--- config.mk ---
export PLATFORM = sky130hd
export DESIGN_NAME = bpao_blink_ctrl
export DESIGN_NICKNAME = d
export VERILOG_FILES = /design/src/verilog/bpao_pkg.sv /design/src/verilog/bpao_chg_if.sv /design/src/verilog/bpao_blink_ctrl.sv /design/src/verilog/bpao_change_detect.sv
export SDC_FILE = /design/constraint.sdc
export NUM_CORES = 1
export LEC_CHECK = 0
export ABC_AREA = 1
export ABC_CLOCK_PERIOD_IN_PS = 4700
export BUFFER_PORTS_ARGS = -buffer_cell sky130_fd_sc_hd__buf_4
export CORE_MARGIN = 8
export CORE_UTILIZATION = 30
export CTS_CLUSTER_DIAMETER = 150
export DETAILED_ROUTE_END_ITERATION = 16
export PLACE_DENSITY = 0.57
export SYNTH_ARGS = -nofsm -noshare
export SYNTH_HDL_FRONTEND = slang
export SYNTH_SLANG_ARGS = --single-unit
export TNS_END_PERCENT = 20
--- constraint.sdc ---
create_clock -name core_clk -period 4.7 [get_ports core_clk]
set_input_delay 0.94 -clock core_clk [delete_from_list [all_inputs] [get_ports core_clk]]
set_output_delay 0.94 -clock core_clk [all_outputs]
set_load 0.005 [all_outputs]
--- src/verilog/bpao_pkg.sv ---
// Package of offsets, fields, reset values and widths for the blink phase and alert control
package bpao_pkg;
	// Port geometry
	localparam int          PORT_N      = 16;
	localparam int          LEVEL_W     = 4;
	localparam int          LEVEL_N     = 17;
	localparam int          INTEN_N     = 8;
	// Register offsets
	localparam logic [7:0]  OFS_IN_LO   = 8'h00;
	localparam logic [7:0]  OFS_IN_HI   = 8'h01;
	localparam logic [7:0]  OFS_PH0_LO  = 8'h02;
	localparam logic [7:0]  OFS_PH0_HI  = 8'h03;
	localparam logic [7:0]  OFS_DIR_LO  = 8'h06;
	localparam logic [7:0]  OFS_DIR_HI  = 8'h07;
	localparam logic [7:0]  OFS_PH1_LO  = 8'h0a;
	localparam logic [7:0]  OFS_PH1_HI  = 8'h0b;
	localparam logic [7:0]  OFS_MASTER  = 8'h0e;
	localparam logic [7:0]  OFS_SETUP   = 8'h0f;
	localparam logic [7:0]  OFS_INT_LO  = 8'h10;
	localparam logic [7:0]  OFS_INT_HI  = 8'h17;
	// Fields of device_setup_and_status
	localparam int          BIT_BLINK_EN   = 0;
	localparam int          BIT_PHASE_INV  = 1;
	localparam int          BIT_SHARED_LVL = 2;
	localparam int          BIT_ALERT_EN   = 3;
	localparam int          BIT_SPARE_P0   = 4;
	localparam int          BIT_SPARE_P1   = 5;
	localparam int          BIT_PIN_LIVE   = 6;
	localparam int          BIT_CHANGED    = 7;
	localparam logic [5:0]  SETUP_WR_MASK  = 6'h3f;
	// Reset values
	localparam logic [7:0]  RST_PH0     = 8'hff;
	localparam logic [7:0]  RST_PH1     = 8'hff;
	localparam logic [7:0]  RST_DIR     = 8'hff;
	localparam logic [7:0]  RST_MASTER  = 8'h0f;
	localparam logic [5:0]  RST_SETUP   = 6'h0c;
	localparam logic [7:0]  RST_INTEN   = 8'hff;
	localparam logic [7:0]  RD_UNMAPPED = 8'h00;
endpackage
--- src/verilog/bpao_chg_if.sv ---
// Interface between the control block and the input change detector
`timescale 1ns/1ns
interface bpao_chg_if;
	logic [15:0] live;
	logic [15:0] is_input;
	logic [1:0]  resample;
	logic [15:0] snapshot;
	logic        changed;
	modport ctrl (output live, output is_input, output resample, input snapshot, input changed);
	modport det  (input live, input is_input, input resample, output snapshot, output changed);
endinterface

--- src/verilog/bpao_blink_ctrl.sv ---
// Register file, blink phase selection, port and alert pin control
`timescale 1ns/1ns
module bpao_blink_ctrl
	import bpao_pkg::*;
(
	input  wire logic                            core_clk,
	input  wire logic                            rst_b,
	input  wire logic [7:0]                      reg_addr,
	input  wire logic [7:0]                      reg_wdata,
	input  wire logic                            reg_wr,
	input  wire logic                            reg_rd,
	output logic      [7:0]                      reg_rdata,
	input  wire logic [bpao_pkg::PORT_N-1:0]     port_pin_in,
	output logic      [bpao_pkg::PORT_N-1:0]     port_pin_out,
	output logic      [bpao_pkg::PORT_N-1:0]     port_pin_oe_b,
	input  wire logic                            phase_toggle_pin,
	output logic                                 alert_or_spare_pin_out,
	output logic                                 alert_or_spare_pin_oe_b,
	output logic      [bpao_pkg::LEVEL_N*bpao_pkg::LEVEL_W-1:0] intensity_sel
);
	import bpao_pkg::*;

	bpao_chg_if chg ();

	// Pin synchronisers
	logic [PORT_N-1:0] port_meta;
	logic [PORT_N-1:0] port_sync;
	logic              tog_meta;
	logic              tog_sync;

	// Register state
	logic [PORT_N-1:0] ph0;
	logic [PORT_N-1:0] ph1;
	logic [PORT_N-1:0] dir_in;
	logic [7:0]        master;
	logic [5:0]        setup;
	logic [7:0]        inten [INTEN_N];
	logic [7:0]        rdata;
	logic [PORT_N-1:0] next_ph0;
	logic [PORT_N-1:0] next_ph1;
	logic [PORT_N-1:0] next_dir_in;
	logic [7:0]        next_master;
	logic [5:0]        next_setup;
	logic [7:0]        next_inten [INTEN_N];
	logic [7:0]        next_rdata;

	// Pin driver state
	logic [PORT_N-1:0] port_oe_q;
	logic              alert_oe_q;
	logic [LEVEL_N*LEVEL_W-1:0] level_q;
	logic [PORT_N-1:0] next_port_oe;
	logic              next_alert_oe;
	logic [LEVEL_N*LEVEL_W-1:0] next_level;

	logic              phase;
	logic [PORT_N-1:0] pattern;
	logic              spare_level;
	logic              idx_hit;
	logic [2:0]        idx;

	bpao_change_detect u_detect (
		.core_clk (core_clk),
		.rst_b    (rst_b),
		.chg      (chg)
	);

	// Two-stage synchronisers on pins
	always_ff @(posedge core_clk) begin
		if (!rst_b) begin
			port_meta <= '0;
			port_sync <= '0;
			tog_meta  <= 1'b0;
			tog_sync  <= 1'b0;
		end else begin
			port_meta <= port_pin_in;
			port_sync <= port_meta;
			tog_meta  <= phase_toggle_pin;
			tog_sync  <= tog_meta;
		end
	end

	// Detector hookup; reading an input byte or writing setup resamples
	assign chg.live        = port_sync;
	assign chg.is_input    = dir_in;
	assign chg.resample[0] = (reg_rd && reg_addr == OFS_IN_LO) ||
	                         (reg_wr && reg_addr == OFS_SETUP);
	assign chg.resample[1] = (reg_rd && reg_addr == OFS_IN_HI) ||
	                         (reg_wr && reg_addr == OFS_SETUP);

	// Intensity register index decode
	assign idx_hit = (reg_addr >= OFS_INT_LO) && (reg_addr <= OFS_INT_HI);
	assign idx     = 3'(reg_addr - OFS_INT_LO);

	// Register writes and read data
	always_comb begin
		next_ph0    = ph0;
		next_ph1    = ph1;
		next_dir_in = dir_in;
		next_master = master;
		next_setup  = setup;
		next_inten  = inten;
		next_rdata  = rdata;
		if (reg_wr) begin
			unique case (reg_addr)
				OFS_PH0_LO: next_ph0[7:0]   = reg_wdata;
				OFS_PH0_HI: next_ph0[15:8]  = reg_wdata;
				OFS_PH1_LO: next_ph1[7:0]   = reg_wdata;
				OFS_PH1_HI: next_ph1[15:8]  = reg_wdata;
				OFS_DIR_LO: next_dir_in[7:0]  = reg_wdata;
				OFS_DIR_HI: next_dir_in[15:8] = reg_wdata;
				OFS_MASTER: next_master = reg_wdata;
				OFS_SETUP:  next_setup  = reg_wdata[5:0] & SETUP_WR_MASK;
				default: begin
					if (idx_hit) begin
						next_inten[idx] = reg_wdata;
					end
				end
			endcase
		end
		if (reg_rd) begin
			unique case (reg_addr)
				OFS_IN_LO:  next_rdata = port_sync[7:0];
				OFS_IN_HI:  next_rdata = port_sync[15:8];
				OFS_PH0_LO: next_rdata = ph0[7:0];
				OFS_PH0_HI: next_rdata = ph0[15:8];
				OFS_PH1_LO: next_rdata = ph1[7:0];
				OFS_PH1_HI: next_rdata = ph1[15:8];
				OFS_DIR_LO: next_rdata = dir_in[7:0];
				OFS_DIR_HI: next_rdata = dir_in[15:8];
				OFS_MASTER: next_rdata = master;
				OFS_SETUP:  next_rdata = {chg.changed, tog_sync, setup};
				default:    next_rdata = idx_hit ? inten[idx] : RD_UNMAPPED;
			endcase
		end
	end

	always_ff @(posedge core_clk) begin
		if (!rst_b) begin
			ph0    <= {RST_PH0, RST_PH0};
			ph1    <= {RST_PH1, RST_PH1};
			dir_in <= {RST_DIR, RST_DIR};
			master <= RST_MASTER;
			setup  <= RST_SETUP;
			inten  <= '{default: RST_INTEN};
			rdata  <= RD_UNMAPPED;
		end else begin
			ph0    <= next_ph0;
			ph1    <= next_ph1;
			dir_in <= next_dir_in;
			master <= next_master;
			setup  <= next_setup;
			inten  <= next_inten;
			rdata  <= next_rdata;
		end
	end

	// Phase selection and pattern choice
	assign phase   = setup[BIT_BLINK_EN] & (setup[BIT_PHASE_INV] ^ tog_sync);
	assign pattern = phase ? ph1 : ph0;

	// Spare level by blink phase
	assign spare_level = (setup[BIT_BLINK_EN] && phase) ? setup[BIT_SPARE_P1] :
	                     setup[BIT_SPARE_P0];

	// Drive enables: input ports or pattern 1 float, else drive low
	always_comb begin
		next_port_oe = dir_in | pattern;
		if (setup[BIT_ALERT_EN]) begin
			next_alert_oe = ~chg.changed;
		end else begin
			next_alert_oe = spare_level;
		end
	end

	// Intensity select per output port, alert pin uses master
	genvar p;
	generate
		for (p = 0; p < PORT_N; p++) begin : g_level
			assign next_level[p*LEVEL_W +: LEVEL_W] = setup[BIT_SHARED_LVL] ?
				master[LEVEL_W-1:0] : inten[p/2][(p%2)*LEVEL_W +: LEVEL_W];
		end
	endgenerate
	assign next_level[PORT_N*LEVEL_W +: LEVEL_W] = master[LEVEL_W-1:0];

	always_ff @(posedge core_clk) begin
		if (!rst_b) begin
			port_oe_q  <= '1;
			alert_oe_q <= 1'b1;
			level_q    <= '0;
		end else begin
			port_oe_q  <= next_port_oe;
			alert_oe_q <= next_alert_oe;
			level_q    <= next_level;
		end
	end

	// Open-drain outputs: data always low, enable active low
	assign port_pin_out            = '0;
	assign port_pin_oe_b           = port_oe_q;
	assign alert_or_spare_pin_out  = 1'b0;
	assign alert_or_spare_pin_oe_b = alert_oe_q;
	assign intensity_sel           = level_q;
	assign reg_rdata               = rdata;
endmodule

--- src/verilog/bpao_change_detect.sv ---
// Input change detector: per-bit snapshot and compare
`timescale 1ns/1ns
module bpao_change_detect
	import bpao_pkg::*;
(
	input  wire logic core_clk,
	input  wire logic rst_b,
	bpao_chg_if.det   chg
);
	logic [PORT_N-1:0] snap;
	logic [PORT_N-1:0] next_snap;
	logic [1:0]        prime_cnt;
	logic [1:0]        next_prime_cnt;
	logic              primed;

	// Snapshot follows the synced pins until primed, then reloads on byte resample
	genvar i;
	generate
		for (i = 0; i < PORT_N; i++) begin : g_bit
			assign next_snap[i] = (!primed || chg.resample[i/8]) ? chg.live[i] : snap[i];
		end
	endgenerate
	// Priming waits out both synchroniser stages, so reset gives no false change
	assign primed         = &prime_cnt;
	assign next_prime_cnt = primed ? prime_cnt : prime_cnt + 2'h1;

	// Registers
	always_ff @(posedge core_clk) begin
		if (!rst_b) begin
			snap      <= '0;
			prime_cnt <= '0;
		end else begin
			snap      <= next_snap;
			prime_cnt <= next_prime_cnt;
		end
	end

	// Change raised while any input differs; clears when it returns
	assign chg.snapshot = snap;
	assign chg.changed  = primed && |((chg.live ^ snap) & chg.is_input);
endmodule

==> impl_metrics.env, run 1 <==
export IMPL_worst_pin_slew_ps=1146
export IMPL_cp_max_fo=19
export IMPL_rows=69
export IMPL_setup_ws_ps=2042
export IMPL_wl_per_cell_um=18.45
export IMPL_final_max_slew_viol_count=0
export IMPL_holdWs_ps=408.2
export IMPL_worstPathArrival_ps=2980
export IMPL_core_um2=35570
export IMPL_worstRegToRegCells=5
export IMPL_cp_start_kind="flop"
export IMPL_numCtsBuffers=30
export IMPL_detail_route_antenna_nets=0
export IMPL_cp_required_ps=5020
export IMPL_place_gp_congestion=0.9078
export IMPL_ctsRootBufferMaster="clkbuf_16"
export IMPL_cts_resized_gates=0
export IMPL_min_to="chg.live[5]"
export IMPL_path_class="reg2reg"
export IMPL_drt_iter0_drc=865
export IMPL_pre_cts_slack_ps=1788
export IMPL_clockBufferDepth=3
export IMPL_antenna_cells=0
export IMPL_ios=147
export IMPL_ff2ff_setup_slack_ps=2040
export IMPL_grt_pass1_wl_um=54280
export IMPL_drtPass1Iterations=6
export IMPL_hold_depth=2
export IMPL_worstHoldStart="port_meta[5]"
export IMPL_dp_hpwl_um=26040
export IMPL_slew_headroom_pct=23.48
export IMPL_min_period_over_period_pct=56.55
export IMPL_dpl_cell_area_um2=11970
export IMPL_slowest_stage="clkinv_1"
export IMPL_fmax_mhz=376.2
export IMPL_synth_cell_type_count=38
export IMPL_slowest_delay_ps=780
export IMPL_rr_endpoint="alert_or_spare_pin_oe_b"
export IMPL_yosys_warnings=0
export IMPL_antenna_found_initial=0
export IMPL_hold_class="reg2reg"
export IMPL_worstSkewPairLatency_ps=570
export IMPL_setup_viol=0
export IMPL_htreeDepth=1
export IMPL_finalSetupTns_ps=0
export IMPL_regToRegStartpoint="tog_sync"
export IMPL_cts_clk_slew_worst_paths_ps=60
export IMPL_holdBufCountCts=0
export IMPL_drc=0
export IMPL_hold_viol=0
export IMPL_clock_sinks=271
export IMPL_worstPathCellList="nor2_1 -> nor3_4 -> clkinv_1 -> nor2_1 -> o311ai_0"
export IMPL_peakVddDrop_v=0.0002613
export IMPL_synth_seq_cells=271
export IMPL_die_w_um=205.8
export IMPL_avgSynthCellArea_um2=7.792
export IMPL_wl_um=36130
export IMPL_initial_utilization_pct=30.39
export IMPL_skew_ps=21.41
export IMPL_total_power_w=0.005224
export IMPL_clock_power_share_pct=47.2
export IMPL_grt_overflow_total=0
export IMPL_grtUsageTotal_pct=16.53
export IMPL_crit_start="tog_sync"
export IMPL_power_frac_seq_pct=46.0
export IMPL_max_cap_violations=0
export IMPL_cts_setup_buffers=0
export IMPL_ys_seq_area_share_pct=50.20
export IMPL_rsz0062_at_grt="no"
export IMPL_p_per_area_nw_per_um2=401.0
export IMPL_switchingPower_w=0.001247
export IMPL_worst_setup_path_end_kind="flop"
export IMPL_viasPerCell=4.842
export IMPL_syn_to_final_growth_pct=20.54
export IMPL_total_leakage_power_nw=6.254
export IMPL_period_minus_slack_ps=2658
export IMPL_final_layout_size_suffix_gt1_share_pct=16.15
export IMPL_synthCells=1387
export IMPL_switching_share_pct=23.86
export IMPL_grt_max_degree=106
export IMPL_grt_pass1_vias=8979
export IMPL_intPower_w=0.003978
export IMPL_die_area_um2=42360
export IMPL_design_area_um2=13030
export IMPL_nNetsFinal=1513
export IMPL_cts_tree="done"
export IMPL_status="finished, final reports clean"
export IMPL_cpMostUsedCell="nor2_1"
export IMPL_netlist_area_um2=10810
export IMPL_die_h_um=205.8
export IMPL_p_comb_share_pct=6.7
export IMPL_vias=9485
export IMPL_io_buffers=129
metal layers:
layer / global-route usage, % / routed length, um
met1: 21.84 / 15650
met2: 27.56 / 17170
met3: 2.456 / 2247
met4: 4.892 / 1068
met5: 0 / 0
worst max-delay path: cells and delay by family (launching register included):
family / cells / cell delay, ps
DFF: 1 / 390
AOI/OAI and AO/OA: 1 / 280
buffers and inverters: 1 / 780
and+or+nand+nor: 3 / 970
state kept, by name, summed over array words and instances, names as in the netlist, 16 cells and up:
signal and count:
chg.live 16, port_pin_oe_b 16, ph1 16, u_detect.chg.snapshot 16, inten 64, port_meta 16, chg.is_input 16, intensity_sel 68
ph0 16
power groups by stage:
stage / combinational [W] / clock [W] / sequential, W
after global routing: 0.000391 / 0.00261 / 0.00241
after CTS: 0.000356 / 0.00253 / 0.00241
after detailed placement: 0.000354 / 0 / 0.00246
after global placement: 0.000349 / 0 / 0.00246
after floorplan: 0.000208 / 0 / 0.00245
final: 0.000352 / 0.00247 / 0.00240
cell usage after synthesis, drive strengths merged:
master | count | share of area (%)
nand4 | 9 | 0.66
inv | 133 | 4.7
buf | 44 | 2.8
o21ai | 60 | 2.8
o2111ai | 1 | 0.081
ha | 1 | 0.12
nor3 | 11 | 0.86
dfxtp | 271 | 50
o311ai | 1 | 0.081
nand3 | 41 | 1.9
clkinv | 1 | 0.035
clkbuf | 48 | 1.7
o22ai | 5 | 0.29
conb | 1 | 0.035
nand2 | 392 | 14
nor2 | 121 | 4.8
a21oi | 115 | 5.3
o211ai | 126 | 9.2
mux2i | 1 | 0.093
xor2 | 1 | 0.081
a22oi | 1 | 0.069
o221ai | 3 | 0.24
cells by family after synthesis:
kind of cell,synth area share [%]
AOI/OAI and AO/OA,18.08
buffers and inverters,9.145
other,0.03470
xor gates and xnor gates,0.08105
DFF,50.20
and+or+nand+nor,22.25
muxes,0.09262
adders and majority gates,0.1157
worst max path at each step:
stage               cells after the start  slack (ps)                       to
global route                            5        1800  alert_or_spare_pin_oe_b
detailed placement                      4        1790        intensity_sel[60]
floorplan                               9        2520                   ph0[5]
CTS                                     5        2050  alert_or_spare_pin_oe_b
finish                                  5        2040  alert_or_spare_pin_oe_b
global placement                        4        1840        intensity_sel[11]
metrics by stage:
stage / util (%) / cells
after global routing: 36.63 / 1959
after global placement: 33.65 / 1904
after floorplan: - / 1403
final: 36.63 / 1959
after CTS: 36.63 / 1959
after detailed placement: 33.65 / 1904
area by class of cell:
type | instances | area, um^2
flip-flops and latches | 271 | 5425
clock buffers | 41 | 882.1
repair buffers | 132 | 1003
well taps | 461 | 576.8
fillers | 3755 | 22540
multi-input cells | 906 | 4454
clock inverters | 14 | 177.7
inverters | 134 | 508.0
cell usage in the layout (no fill, tap or decap), drive strengths merged:
master | Yosys | layout
nand2 | 392 | 392
dfxtp | 271 | 271
inv | 133 | 134
buf | 44 | 132
o211ai | 126 | 126
nor2 | 121 | 121
a21oi | 115 | 115
o21ai | 60 | 60
nand3 | 41 | 41
clkbuf | 48 | 41
conb | 1 | 17
nor3 | 11 | 11
nand4 | 9 | 9
clkinv | 1 | 7
o22ai | 5 | 5
clkinvlp | 0 | 4
o221ai | 3 | 3
bufinv | 0 | 3
xor2 | 1 | 1
o2111ai | 1 | 1
o311ai | 1 | 1
mux2i | 1 | 1
a22oi | 1 | 1
ha | 1 | 1
No activity file was read; power rests on OpenSTA's default activity.
==> run 2, diff against run 1 <==
--- a/config.mk
+++ b/config.mk
@@ -5,14 +5,14 @@
 export SDC_FILE = /design/constraint.sdc
 export NUM_CORES = 1
 export LEC_CHECK = 0
-export ABC_AREA = 1
-export ABC_CLOCK_PERIOD_IN_PS = 4700
+export ABC_AREA = 0
+export ABC_CLOCK_PERIOD_IN_PS = 2300
 export BUFFER_PORTS_ARGS = -buffer_cell sky130_fd_sc_hd__buf_4
 export CORE_MARGIN = 8
 export CORE_UTILIZATION = 30
 export CTS_CLUSTER_DIAMETER = 150
 export DETAILED_ROUTE_END_ITERATION = 16
-export PLACE_DENSITY = 0.57
+export PLACE_DENSITY = 0.59
 export SYNTH_ARGS = -nofsm -noshare
 export SYNTH_HDL_FRONTEND = slang
 export SYNTH_SLANG_ARGS = --single-unit
==> constraint.sdc (replaced) <==
create_clock -name core_clk -period 2.3 [get_ports core_clk]
set_input_delay 0.46 -clock core_clk [delete_from_list [all_inputs] [get_ports core_clk]]
set_output_delay 0.46 -clock core_clk [all_outputs]
set_load 0.005 [all_outputs]
==> run 2 against run 1 <==
Against the previous run: clock power is 110% higher; power is 110% higher; sequential power is 100% higher; worst hold slack worse by 250 ps; setup slack worse by 1500 ps; die area is 4.3% higher; synthesized cell count is 18% lower.
==> impl_metrics.env, run 2 <==
export IMPL_status="finished, final reports clean"
export IMPL_largest_reg_flops=68
export IMPL_period_minus_slack_ps=1800
export IMPL_cts_resized_gates=0
export IMPL_critical_path_endpoint="reg_rdata[5]"
export IMPL_layout_common_cells="dfxtp_1 (271), buf_4 (185), nand2_1 (172), mux2i_1 (141), nand2b_1 (68)"
export IMPL_syn_to_final_growth_pct=26.51
export IMPL_viasPerCell=4.773
export IMPL_clockBufferDepth=3
export IMPL_total_power_w=0.01089
export IMPL_wl_um=36960
export IMPL_avgSynthCellArea_um2=9.917
export IMPL_slew_headroom_pct=49.26
export IMPL_grt_overflow_total=0
export IMPL_synth_area_leader_cell="dfxtp_1"
export IMPL_path_class="in2reg"
export IMPL_fmax_mhz=555.5
export IMPL_crit_start="reg_addr[2]"
export IMPL_wl_per_cell_um=20.23
export IMPL_ctsRootBufferMaster="clkbuf_16"
export IMPL_synthMostInstantiatedCell="dfxtp_1"
export IMPL_synth_cell_type_count=65
export IMPL_min_period_over_period_pct=78.26
export IMPL_rsz0062_at_grt="no"
export IMPL_detail_route_antenna_nets=0
export IMPL_skew_ps=19.79
export IMPL_ys_flop_type="dfxtp_1"
export IMPL_async_flop_share_pct=0
export IMPL_cts_tree="done"
export IMPL_die_area_um2=44190
export IMPL_synth_edf_count=0
export IMPL_cp_max_fo=21
export IMPL_drt_iter0_drc=607
export IMPL_dp_cells=1769
export IMPL_total_leakage_power_nw=5.892
export IMPL_ys_seq_area_share_pct=47.94
export IMPL_cts_setup_buffers=0
export IMPL_vias=8721
export IMPL_regToRegStartpoint="chg.is_input[4]"
export IMPL_yosys_warnings=0
export IMPL_worst_pin_slew_ps=761.1
export IMPL_antenna_found_initial=0
export IMPL_drc=0
export IMPL_holdBufCountCts=0
export IMPL_rr_endpoint="reg_rdata[4]"
export IMPL_synthTopCellsByCount="dfxtp_1 (271), nand2_1 (172), mux2i_1 (141), nand2b_1 (68), a21boi_0 (65)"
export IMPL_final_layout_size_suffix_gt1_share_pct=22.04
export IMPL_p_per_area_nw_per_um2=760.8
export IMPL_ios=147
export IMPL_place_gp_congestion=0.9147
export IMPL_worstRegToRegCells=6
export IMPL_io_buffers=129
export IMPL_peakVddDrop_v=0.0004447
export IMPL_numCtsBuffers=34
export IMPL_worst_setup_path_end_kind="flop"
export IMPL_worstHoldStart="port_pin_in[10]"
export IMPL_final_max_slew_viol_count=0
export IMPL_setup_viol=0
export IMPL_drtPass1Iterations=5
export IMPL_initial_utilization_pct=30.26
export IMPL_ff2ff_setup_slack_ps=530
export IMPL_antenna_cells=0
export IMPL_synth_area_leaders="dfxtp_1 (48%), mux2i_1 (12%), nand2_1 (5.7%)"
export IMPL_rows=71
export IMPL_htreeDepth=2
export IMPL_hold_viol=0
export IMPL_core_um2=37400
export IMPL_cp_required_ps=2710
export IMPL_synthCells=1141
export IMPL_nNetsFinal=1332
export IMPL_netlist_area_um2=11320
export IMPL_grtUsageTotal_pct=16.31
export IMPL_clock_sinks=271
export IMPL_die_w_um=210.2
export IMPL_cts_clk_slew_worst_paths_ps=60
export IMPL_hold_class="in2reg"
export IMPL_grt_pass1_wl_um=55430
export IMPL_dp_hpwl_um=27130
export IMPL_synth_seq_cells=271
export IMPL_grt_pass1_vias=8741
export IMPL_max_cap_violations=0
export IMPL_finalSetupTns_ps=0
export IMPL_cp_start_kind="input port"
export IMPL_worstSkewPairLatency_ps=520
export IMPL_grt_max_degree=74
export IMPL_worstPathArrival_ps=2210
export IMPL_synth_top_cell_area_share_pct=47.94
export IMPL_final_common_cell="dfxtp_1"
export IMPL_die_h_um=210.2
export IMPL_instances_no_fill=1827
[run 2: cell types whose count changed after synthesis, moves of 17 or more]
cell	change
nand2_1	-209
nor2b_1	+30
inv_1	-110
and2_1	+43
mux2i_1	+140
a21boi_0	+65
a21oi_1	-111
o211ai_1	-109
nand4b_1	+17
nand2b_1	+68
o21ai_0	-33
mux2_2	+18
nor2_1	-94
[run 2: cell families (layout without fill, tap and decap cells)]
family	count (synthesis)	in the layout	synth area share, %
compound gates	171	171	11.47
xor+xnor	18	18	1.393
fa+ha+maj	1	1	0.1106
buf+inv	103	262	4.191
flops	271	271	47.94
mux	163	163	15.06
other cells	1	17	0.03314
simple gates	413	413	19.80
[run 2: area by class of cell]
cell class              count  area (um^2)
clock buffers              43        924.6
clock inverters            15        171.4
repair buffers            199         1660
fillers                  3766        23080
well taps                 511        639.4
flip-flops and latches    271         5425
multi-input cells         783         5477
inverters                   5        18.77
[run 2: worst max-delay path: stages]
cell	delay (ps)
buf_4	200
nor2_1	360
buf_4	210
o21a_1	170
o2111ai_1	160
a211oi_1	410
buf_4	190
nor3_1	30
[run 2: worst min-delay path by stage]
stage                    end  slack (ps)  depth (start not counted)
3_3_place_gp     chg.live[5]         420                          1
4_1_cts        port_meta[10]         130                          2
2_1_floorplan    chg.live[0]         410                          1
3_5_place_dp     chg.live[5]         420                          1
5_1_grt        port_meta[13]         140                          2
6_report       port_meta[10]         150                          2
[run 2: stage by stage]
| stage | util [%] | setup slack, ps | area (um^2) | hold slack, ps |
|---|---|---|---|---|
| final | 38.28 | 499.9 | 14320 | 153.6 |
| after global routing | 38.28 | 434.6 | 14320 | 140.8 |
| after CTS | 38.28 | 564.3 | 14320 | 133.6 |
| after detailed placement | 35.35 | 18.51 | 13220 | 417.7 |
| after global placement | 35.35 | 32.19 | 13220 | 419.4 |
| after floorplan | - | 323.8 | 11380 | 411.9 |
[run 2: report_power, final]
group	switching [W]	internal, W	total (W)
sequential	0.0000602	0.00482	0.00488
combinational	0.000432	0.000366	0.000797
clock	0.00203	0.00319	0.00522
[run 2: metal layers]
metal  track usage, %  wire length [um]  vias up
met5                0                 0        -
met2            27.21             17740      287
li1                 -                 -     4254
met3            3.223              2110       66
met1            20.89             16020     4114
met4            5.492              1085        0
